--- config.mk ---
export PLATFORM = sky130hd
export DESIGN_NAME = pdm_device_flat
export DESIGN_NICKNAME = d
export VERILOG_FILES = /design/src/logic/pdm_pkg.sv /design/src/logic/pdm_if.sv /design/src/logic/pdm_device.sv /design/src/flat_wrapper.sv
export SDC_FILE = /design/constraint.sdc
export NUM_CORES = 1
export LEC_CHECK = 0
export ABC_AREA = 0
export BUFFER_PORTS_ARGS = -buffer_cell sky130_fd_sc_hd__buf_4
export CORE_ASPECT_RATIO = 0.7
export CORE_UTILIZATION = 53
export CTS_CLUSTER_DIAMETER = 150
export CTS_CLUSTER_SIZE = 30
export DETAILED_ROUTE_END_ITERATION = 16
export PLACE_DENSITY = 0.83
export SYNTH_ARGS = -nofsm -noshare
export SYNTH_HDL_FRONTEND = slang
export SYNTH_SLANG_ARGS = --single-unit
--- constraint.sdc ---
create_clock -name pclk -period 2.5 [get_ports pclk]
set_clock_uncertainty 0.15 [all_clocks]
set_input_delay 0.25 -clock pclk [delete_from_list [all_inputs] [get_ports pclk]]
set_output_delay 0.25 -clock pclk [all_outputs]
set_load 0.01 [all_outputs]
--- src/logic/pdm_pkg.sv ---
// Purpose: shared constants and types for the power-down mode controller
// Assumes: one clock pclk (20 MHz), asynchronous active-low presetn
// Notes:   controller end faces APB, device end faces CPU, interrupts and PLL
// What this block does
// - power-down field at bits 15:10 selects mode
// - software writes whole field in one write
// - software writes zero to field bit 15
// - mode takes effect within nine cycles
// - software pads write with no-operations
// - 001001 enabled wake, 010001 any wake
// - cpu idle gates cpu clock, interrupts run
// - dma stays clocked during cpu idle
// - non-enabled wake resumes without service routine
// - enabled wake runs service routine then resumes
// - service routine needs global and nonmaskable enables
// - deep modes exit only by device reset
// - 011010 halts pll output clock
// - 011100 stops pll input clock
// - deep modes keep registers and ram
// - functional outputs freeze on deep entry
// - async peripheral outputs may still change
// - input stop wake waits for pll relock
// - bypassed pll makes deep modes ineffective
// - software sets pll engage before deep write
// - deep modes also gate reference and oscillator-divided clocks
// - engage selects pll or reference clock source
package pdm_pkg;

  localparam int unsigned FIELD_HI      = 15;
  localparam int unsigned FIELD_LO      = 10;
  localparam int unsigned FIELD_W       = 6;
  localparam logic [5:0]  CODE_NONE     = 6'h00;
  localparam logic [5:0]  CODE_IDLE_EN  = 6'h09;
  localparam logic [5:0]  CODE_IDLE_ANY = 6'h11;
  localparam logic [5:0]  CODE_PLL_HALT = 6'h1A;
  localparam logic [5:0]  CODE_PLL_STOP = 6'h1C;

  localparam logic [3:0]  ENTRY_CYCLES  = 4'h9;
  localparam int unsigned RELOCK_NS     = 20000;
  localparam int unsigned CLK_NS        = 50;
  localparam int unsigned RELOCK_CYCLES = (RELOCK_NS + CLK_NS - 1) / CLK_NS;

  // apb register map of the controller
  localparam logic [7:0]  ADDR_CSR      = 8'h00;
  localparam logic [7:0]  ADDR_PLLCTL   = 8'h04;
  localparam logic [7:0]  ADDR_STATUS   = 8'h08;
  localparam logic [31:0] CSR_RESET     = 32'h0000_0000;
  localparam int unsigned GLB_EN_BIT    = 0;
  localparam int unsigned NMI_EN_BIT    = 1;
  localparam int unsigned ENGAGE_BIT    = 0;

  typedef enum logic [2:0] {
    PDM_RUN     = 3'b000,
    PDM_ENTRY   = 3'b001,
    PDM_IDLE    = 3'b010,
    PDM_HALT    = 3'b011,
    PDM_STOP    = 3'b100,
    PDM_RELOCK  = 3'b101
  } pdm_state_type;

endpackage

--- src/logic/pdm_if.sv ---
// Purpose: link between the register controller and the power-down device end
// Assumes: both ends on pclk
// Notes:   csr write is a one-cycle strobe with the full word
`timescale 1ns/1ps
interface pdm_if;
  logic        csr_wr;
  logic [31:0] csr_wdata;
  logic [31:0] csr_rdata;
  logic        pll_engage_bit;
  logic [2:0]  mode;
  logic        cpu_clk_en;
  logic        isr_run;

  modport ctl (output csr_wr, output csr_wdata, output pll_engage_bit,
               input csr_rdata, input mode, input cpu_clk_en, input isr_run);
  modport dev (input csr_wr, input csr_wdata, input pll_engage_bit,
               output csr_rdata, output mode, output cpu_clk_en, output isr_run);
endinterface

--- src/logic/pdm_device.sv ---
// Purpose: power-down mode logic, gates cpu, pll output and pll input clocks
// Assumes: irq inputs come from pins and are synchronised here
// Notes:   deep modes leave only through presetn
`timescale 1ns/1ps
module pdm_device (
  input  wire logic pclk,
  input  wire logic presetn,
  pdm_if.dev        lnk,
  input  wire logic irq_enabled,
  input  wire logic irq_any,
  input  wire logic pll_locked,
  output logic      cpu_clk_gate_en,
  output logic      dma_clk_en,
  output logic      ref_clk_gate_en,
  output logic      osc_div_clk_gate_en,
  output logic      pll_out_en,
  output logic      pll_in_en,
  output logic      sysclk_from_pll,
  output logic      io_freeze,
  output logic      isr_request
);

  typedef struct packed {
    pdm_pkg::pdm_state_type state;
    logic [31:0]            cpu_control_status;
    logic                   pll_engage;
    logic [3:0]             cnt;
    logic [14:0]            relock;
    logic [1:0]             en_sync;
    logic [1:0]             any_sync;
    logic [1:0]             lock_sync;
    logic                   cpu_en;
    logic                   ref_en;
    logic                   osc_en;
    logic                   pout_en;
    logic                   pin_en;
    logic                   from_pll;
    logic                   freeze;
    logic                   isr;
  } pdm_dev_type;

  pdm_dev_type st_reg;
  pdm_dev_type st_next;
  logic [5:0]  code;
  logic        glb_en;
  logic        nmi_en;

  assign code   = st_reg.cpu_control_status[pdm_pkg::FIELD_HI:pdm_pkg::FIELD_LO];
  assign glb_en = st_reg.cpu_control_status[pdm_pkg::GLB_EN_BIT];
  assign nmi_en = st_reg.cpu_control_status[pdm_pkg::NMI_EN_BIT];

  // ==========================================================
  // next state
  always_comb begin
    st_next           = st_reg;
    st_next.en_sync   = {st_reg.en_sync[0], irq_enabled};
    st_next.any_sync  = {st_reg.any_sync[0], irq_any};
    st_next.lock_sync = {st_reg.lock_sync[0], pll_locked};
    st_next.isr       = 1'b0;
    st_next.pll_engage = lnk.pll_engage_bit;
    st_next.from_pll   = st_reg.pll_engage;
    if (lnk.csr_wr && st_reg.state == pdm_pkg::PDM_RUN) begin
      st_next.cpu_control_status = lnk.csr_wdata;
      if (lnk.csr_wdata[pdm_pkg::FIELD_HI:pdm_pkg::FIELD_LO] != pdm_pkg::CODE_NONE) begin
        st_next.state = pdm_pkg::PDM_ENTRY;
        st_next.cnt   = '0;
      end
    end
    case (st_reg.state)
      pdm_pkg::PDM_ENTRY: begin
        st_next.cnt = st_reg.cnt + 4'h1;
        if (st_reg.cnt == pdm_pkg::ENTRY_CYCLES - 4'h1) begin
          if (code == pdm_pkg::CODE_IDLE_EN || code == pdm_pkg::CODE_IDLE_ANY) begin
            st_next.state  = pdm_pkg::PDM_IDLE;
            st_next.cpu_en = 1'b0;
          end else if (code == pdm_pkg::CODE_PLL_HALT && st_reg.pll_engage) begin
            st_next.state   = pdm_pkg::PDM_HALT;
            st_next.pout_en = 1'b0;
            st_next.cpu_en  = 1'b0;
            st_next.ref_en  = 1'b0;
            st_next.osc_en  = 1'b0;
            st_next.freeze  = 1'b1;
          end else if (code == pdm_pkg::CODE_PLL_STOP && st_reg.pll_engage) begin
            st_next.state   = pdm_pkg::PDM_STOP;
            st_next.pin_en  = 1'b0;
            st_next.pout_en = 1'b0;
            st_next.cpu_en  = 1'b0;
            st_next.ref_en  = 1'b0;
            st_next.osc_en  = 1'b0;
            st_next.freeze  = 1'b1;
          end else begin
            st_next.state = pdm_pkg::PDM_RUN;
            st_next.cpu_control_status[pdm_pkg::FIELD_HI:pdm_pkg::FIELD_LO] = pdm_pkg::CODE_NONE;
          end
        end
      end
      pdm_pkg::PDM_IDLE: begin
        if (st_reg.en_sync[1] ||
            (code == pdm_pkg::CODE_IDLE_ANY && st_reg.any_sync[1])) begin
          st_next.state  = pdm_pkg::PDM_RUN;
          st_next.cpu_en = 1'b1;
          st_next.cpu_control_status[pdm_pkg::FIELD_HI:pdm_pkg::FIELD_LO] = pdm_pkg::CODE_NONE;
          st_next.isr    = st_reg.en_sync[1] && glb_en && nmi_en;
        end
      end
      pdm_pkg::PDM_HALT: st_next.state = pdm_pkg::PDM_HALT;
      pdm_pkg::PDM_STOP: st_next.state = pdm_pkg::PDM_STOP;
      pdm_pkg::PDM_RELOCK: begin
        st_next.relock = st_reg.relock + 15'h0001;
        if (st_reg.lock_sync[1] &&
            st_reg.relock >= 15'(pdm_pkg::RELOCK_CYCLES)) begin
          st_next.state  = pdm_pkg::PDM_RUN;
          st_next.cpu_en = 1'b1;
          st_next.ref_en = 1'b1;
          st_next.osc_en = 1'b1;
        end
      end
      default: ;
    endcase
  end

  // ==========================================================
  // registers; reset wakes deep modes, cold start relocks pll
  always_ff @(posedge pclk or negedge presetn) begin
    if (!presetn) begin
      st_reg          <= '0;
      st_reg.state    <= pdm_pkg::PDM_RELOCK;
      st_reg.cpu_control_status      <= pdm_pkg::CSR_RESET;
      st_reg.pout_en  <= 1'b1;
      st_reg.pin_en   <= 1'b1;
    end else begin
      st_reg <= st_next;
    end
  end

  assign cpu_clk_gate_en     = st_reg.cpu_en;
  assign dma_clk_en          = st_reg.pout_en;
  assign ref_clk_gate_en     = st_reg.ref_en;
  assign osc_div_clk_gate_en = st_reg.osc_en;
  assign pll_out_en          = st_reg.pout_en;
  assign pll_in_en           = st_reg.pin_en;
  assign sysclk_from_pll     = st_reg.from_pll;
  assign io_freeze           = st_reg.freeze;
  assign isr_request         = st_reg.isr;
  assign lnk.csr_rdata       = st_reg.cpu_control_status;
  assign lnk.mode            = st_reg.state;
  assign lnk.cpu_clk_en      = st_reg.cpu_en;
  assign lnk.isr_run         = st_reg.isr;

endmodule // pdm_device

--- src/flat_wrapper.sv ---
// flat-port wrapper written by rule: the top's interface ports become plain ports
module pdm_device_flat 
  (pclk, presetn, irq_enabled, irq_any, pll_locked, cpu_clk_gate_en, dma_clk_en, ref_clk_gate_en, osc_div_clk_gate_en, pll_out_en, pll_in_en, sysclk_from_pll, io_freeze, isr_request, lnk_csr_wr, lnk_csr_wdata, lnk_pll_engage_bit, lnk_csr_rdata, lnk_mode, lnk_cpu_clk_en, lnk_isr_run);
  pdm_if lnk_i ();
  input  wire logic pclk;
  input  wire logic presetn;
  input  wire logic irq_enabled;
  input  wire logic irq_any;
  input  wire logic pll_locked;
  output logic cpu_clk_gate_en;
  output logic dma_clk_en;
  output logic ref_clk_gate_en;
  output logic osc_div_clk_gate_en;
  output logic pll_out_en;
  output logic pll_in_en;
  output logic sysclk_from_pll;
  output logic io_freeze;
  output logic isr_request;
  input wire logic [$bits(lnk_i.csr_wr)-1:0] lnk_csr_wr;
  input wire logic [$bits(lnk_i.csr_wdata)-1:0] lnk_csr_wdata;
  input wire logic [$bits(lnk_i.pll_engage_bit)-1:0] lnk_pll_engage_bit;
  output wire logic [$bits(lnk_i.csr_rdata)-1:0] lnk_csr_rdata;
  output wire logic [$bits(lnk_i.mode)-1:0] lnk_mode;
  output wire logic [$bits(lnk_i.cpu_clk_en)-1:0] lnk_cpu_clk_en;
  output wire logic [$bits(lnk_i.isr_run)-1:0] lnk_isr_run;
  assign lnk_i.csr_wr = lnk_csr_wr;
  assign lnk_i.csr_wdata = lnk_csr_wdata;
  assign lnk_i.pll_engage_bit = lnk_pll_engage_bit;
  assign lnk_csr_rdata = lnk_i.csr_rdata;
  assign lnk_mode = lnk_i.mode;
  assign lnk_cpu_clk_en = lnk_i.cpu_clk_en;
  assign lnk_isr_run = lnk_i.isr_run;
  pdm_device u_core (.pclk(pclk), .presetn(presetn), .lnk(lnk_i), .irq_enabled(irq_enabled), .irq_any(irq_any), .pll_locked(pll_locked), .cpu_clk_gate_en(cpu_clk_gate_en), .dma_clk_en(dma_clk_en), .ref_clk_gate_en(ref_clk_gate_en), .osc_div_clk_gate_en(osc_div_clk_gate_en), .pll_out_en(pll_out_en), .pll_in_en(pll_in_en), .sysclk_from_pll(sysclk_from_pll), .io_freeze(io_freeze), .isr_request(isr_request));
endmodule
---- Yosys cells after proc, flatten, opt, wreduce, memory -nomap -nowiden ----
Cells that the tools add are included.
operators by class
  magnitude comparators ................... 1
  muxes and demuxes ....................... 32
  reduce and logical (&&, ||, !) cells .... 21
  bitwise logic cells ..................... 2
  $add $sub $neg .......................... 2
  equal/unequal tests ..................... 16
operator list
  operator                 number
  $mux W35                 1
  $mux W6                  5
  $mux W3                  8
  $mux W4                  5
  $eq A6 B5 Y1 const B     3
  $add A15 B1 Y15 const B  1
  $ge A15 B9 Y1 const B    1
  $pmux W3 S5              1
  $reduce_and A5 Y1        3
  $pmux W6 S2              1
  $mux W5                  2
  $reduce_bool A2 Y1       4
  $logic_and A1 B1 Y1      7
  $mux W1                  7
  $eq A3 B2 Y1 const B     2
  $eq A3 B3 Y1 const B     2
  $eq A6 B4 Y1 const B     1
  $ne A2 B1 Y1 const B     3
  $reduce_bool A6 Y1       1
  $add A4 B1 Y4 const B    1
  $eq A4 B4 Y1 const B     1
  $ne A4 B1 Y1 const B     1
  $pmux W2 S2              1
  $reduce_and A4 Y1        1
  other kinds (9)          11
storage, ports and cells
  input port bits ......................... 39
  output and inout port bits .............. 46
  flip-flop bits (word level) ............. 69

---- Logic depth before layout (Yosys ltp) ----
  depth in word-level cells ............... 8
  gate-level depth with buffers ........... 6
  mapped depth without buffers ............ 6

---- Worst setup path before layout ----
No wires, ideal clock.
  path kind ............................... register to register
  start point ............................. register u_core.st_reg, in the netlist u_core.lnk.mode[1]
  end point ............................... register u_core.st_reg, in the netlist u_core.lnk.csr_rdata[16]
  setup time .............................. 125 ps
  arrival ................................. 1489 ps
  path slack .............................. 736 ps
  cell stages (with the launch flop) ...... 5
  required time ........................... 2225 ps
  cells stage by stage .................... dfrtp_1 buf_6 nor4b_4 buf_2 mux2_2
between the ends
  cells in the longest elaborated chain, start to end .. 2
RTL lines
  what                    RTL line           RTL
  start, declared         pdm_device.sv:42   pdm_dev_type st_reg;
  start signal, assigned  pdm_device.sv:132  st_reg <= st_next;
  $logic_not A3 Y1        pdm_device.sv:62   if (lnk.csr_wr && st_reg.state == pdm_pkg::PDM_RUN) begin
  $logic_and A1 B1 Y1     pdm_device.sv:62
No other way between the ends.
A chain may end at the register's enable or synchronous reset.

---- Worst setup path after layout ----
  start point ............................. register u_core.st_reg, in the netlist u_core.lnk.mode[1]
  end point ............................... register u_core.st_reg[29] (netlist bit)
between the ends
  cells in the longest elaborated chain, start to end .. 4
  elaborated cells on any way between the ends .. 7
  classes of those cells .................. eq/ne (1); mux (1); reduce/logical (5)
RTL lines
  what                                 RTL line
  $logic_not A3 Y1                     pdm_device.sv:62
  $logic_and A1 B1 Y1                  pdm_device.sv:62
  $reduce_bool A2 Y1 (no source line)  -
  $reduce_and A2 Y1 (no source line)   -
Several ways; a longest one is shown, not always the timed one.

==> summary.md <==
| Metric | Value |
|---|---|
| Status | finished clean |
| Antenna cell count | 0 |
| Post-synthesis compound-gate area fraction | 0.0692 |
| Syn avg cell area | 12.1 µm² |
| Mux cell area share after synthesis | 0.108 |
| Cell count after synthesis | 268 |
| Synth Area in XOR/XNOR | 0.0457 |
| Worst rel slew slack | 0.449 |
| Worst Path Max Fanout | 34 |
| Postcts setup bufs | 0 |
| Top-count cell post-synth | dfrtp_1 |
| CTS tree | yes |
| Initial core utilization | 0.560 |
| Crit path DAT | 1.94 ns |
| Pwr dens | 942 nW/µm² |
| Placed insts | 383 |
| Post-CTS sizing | 0 |
| Die Wd | 95.7 µm |
| Final hold violations | 0 |
| Root Buffer | clkbuf_8 |
| Final Max Tran Viols | 0 |
| Flop and latch count out of synthesis | 68 |
| Routed vias | 2,241 |
| MaxCap Viol Count | 0 |
| Total CTS buffers | 9 |
| IO Port Bufs | 84 |
| Fin crit share | 0.753 |
| Layout Nets | 393 |
| Tightest Pin Transition | 0.827 ns |
| Post-synthesis simple-gate area fraction | 0.122 |
| Core area | 5810 µm² |
| Fill count | 417 |
| Post-Route Setup TNS | 0 ns |
| Asr flop ratio synth | 1.00 |
| RD Place Congestion | 0.844 |
| Synth top area share | 0.492 |
| Mapped Nets | 311 |
| Pre-Repair DR Iteration Count | 4 |
| GRT overflow | 0 |
| Worst skew pair latency | 0.34 ns |
| Worst endpoint required time | 2.56 ns |
| P_leak | 1.92 nW |
| Vias/cell | 5.22 |
| Yosys top cell by area | dfrtp_1 |
| Area of the mapped netlist | 3260 µm² |
| Library cells used by synthesis | 47 |
| Area Overhead vs Synth | 27.2% |
| Maximum root-to-sink buffer count | 2 |
| WL per Instance | 15.0 µm |
| Iter 0 DRT Violations | 105 |
| Critical path class | reg -> reg |
| CP Launch Type | flip-flop |
| Vias in the first global route | 2,161 |
| Max FFs per register | 32 |
| Largest family of logic cells by synthesized area | simple AND/OR/NAND/NOR gates |
| Top cells by area, synth | dfrtp_1 (49%), buf_4 (9.5%), mux2_2 (8.6%) |
| Initial antenna violation count | 0 |
| First-pass GRT wire length | 10,300 µm |
| Post-synthesis sequential area ratio | 0.524 |
| Final Setup Violations | 0 |
| Share of layout cells above drive strength 1 | 0.393 |
| Fin area | 4140 µm² |
| Routed Antenna Nets | 0 |
| Commonest cells in the netlist | dfrtp_1 (64), buf_4 (41), mux2_2 (25) |
| Clk sinks | 68 |
| Crit path time final | 1.88 ns |
| GRT Total Usage | 0.217 |
| Hold_buf cts | 31 |
| Post-DP Area | 3650 µm² |
| F_max | 532 MHz |
| HPWL Detailed | 4340 µm |
| Clk slew on worst S/H paths | 0.06 ns |
| Total routed wirelength | 6420 µm |
| Die H | 67.6 µm |
| # rows | 23 |
| Largest net degree at the start of global routing | 69 |
| Post-synth EDFFs | 0 |
| Critical Path End Type | flip-flop |
| Worst vdd ir | 0.555 mV |
| Dominant synthesized flop cell | dfrtp_1 |
| Io pins | 85 |
| Adder-Cell Fraction of Synth Area | 0.0154 |
| DRC Markers | 0 |
| RSZ-0062 raised after global routing | false |
| HP Class | in -> reg |
| Die Area | 6470 µm² |
| H-tree depth | 3 |
| Yosys synthesis warning count | 0 |
| Cell Count, Final, Fillers Out | 429 |
cells by family after synthesis:
logic type	after synthesis
xor gates and xnor gates	17
adders and majority gates	4
and+or+nand+nor	62
DFF	68
muxes	32
AOI/OAI and AO/OA	31
buffers and inverters	54
cell type report:
class / count / area (µm²) / area share
multi-input cells: 146 / 1170 / 0.284
clock buffers: 13 / 149 / 0.0360
well taps: 75 / 93.8 / 0.0227
repair buffers: 116 / 948 / 0.229
inverters: 9 / 33.8 / 0.00816
flip-flops and latches: 68 / 1710 / 0.412
clock inverters: 2 / 35.0 / 0.00846
report_power, final:
group	total [mW]	leakage (nW)	internal, mW	switching [mW]
sequential	1.68	0.848	1.41	0.269
clock	0.849	0.0935	0.482	0.367
combinational	1.37	0.975	0.770	0.600
total	3.90	1.92	2.67	1.24
metal layers:
layer  global-route usage  vias up  part of all wire
met3               0.0811        5             0.059
li1                     -     1057                 -
met5                    0        -                 0
met1                0.272     1108              0.43
met2                0.356       71              0.50
met4               0.0616        0            0.0056
per-stage QoR:
stage | worst slack (ns) | utilization | power [mW] | hold slack, ns
global placement | 0.666 | 0.627 | 2.98 | 0.185
global route | 0.464 | 0.712 | 4.16 | 0.0441
detailed placement | 0.610 | 0.627 | 3.03 | 0.191
floorplan | 0.736 | - | 2.75 | -0.196
finish | 0.619 | 0.712 | 3.90 | 0.0601
CTS | 0.597 | 0.712 | 3.93 | 0.0351
placed cells by master, fill, tap and decap left out, types with 7 or more instances in the layout:
| cell type | instances |
|---|---|
| buf_4 | 85 |
| dfrtp_1 | 64 |
| dlygate4sd3_1 | 31 |
| mux2_2 | 25 |
| nand2_1 | 10 |
| a21oi_1 | 10 |
| clkbuf_8 | 10 |
| inv_1 | 9 |
| xor2_1 | 9 |
| nand3_1 | 9 |
| nor2_1 | 8 |
| xnor2_1 | 8 |
| o21ai_0 | 7 |
| nand4_1 | 7 |
critical path, cell delays in order, from the launching register on:
cell     delay, ns
dfrtp_1       0.47
nor4b_4       0.28
buf_4         0.44
o31ai_1       0.20
nand3_1       0.12
o21ai_0       0.09
worst paths after layout:
kind / slack, ns / start / endpoint / cells after the start
worst min-delay path: 0.06 / lnk_csr_wdata[12] / u_core.lnk.csr_rdata[12] / 3
worst min register to register: 0.20 / u_core.st_next[11] / u_core.st_reg[11] / 0
worst max-delay path: 0.62 / u_core.lnk.mode[1] / u_core.st_reg[29] / 5
worst max register to register: 0.62 / u_core.lnk.mode[1] / u_core.st_reg[29] / 5
max in group asynchronous: 1.24 / presetn / u_core.st_reg[25] / 2
min in group asynchronous: 0.38 / presetn / u_core.st_reg[21] / 2
(Power assumes the default switching activity.)
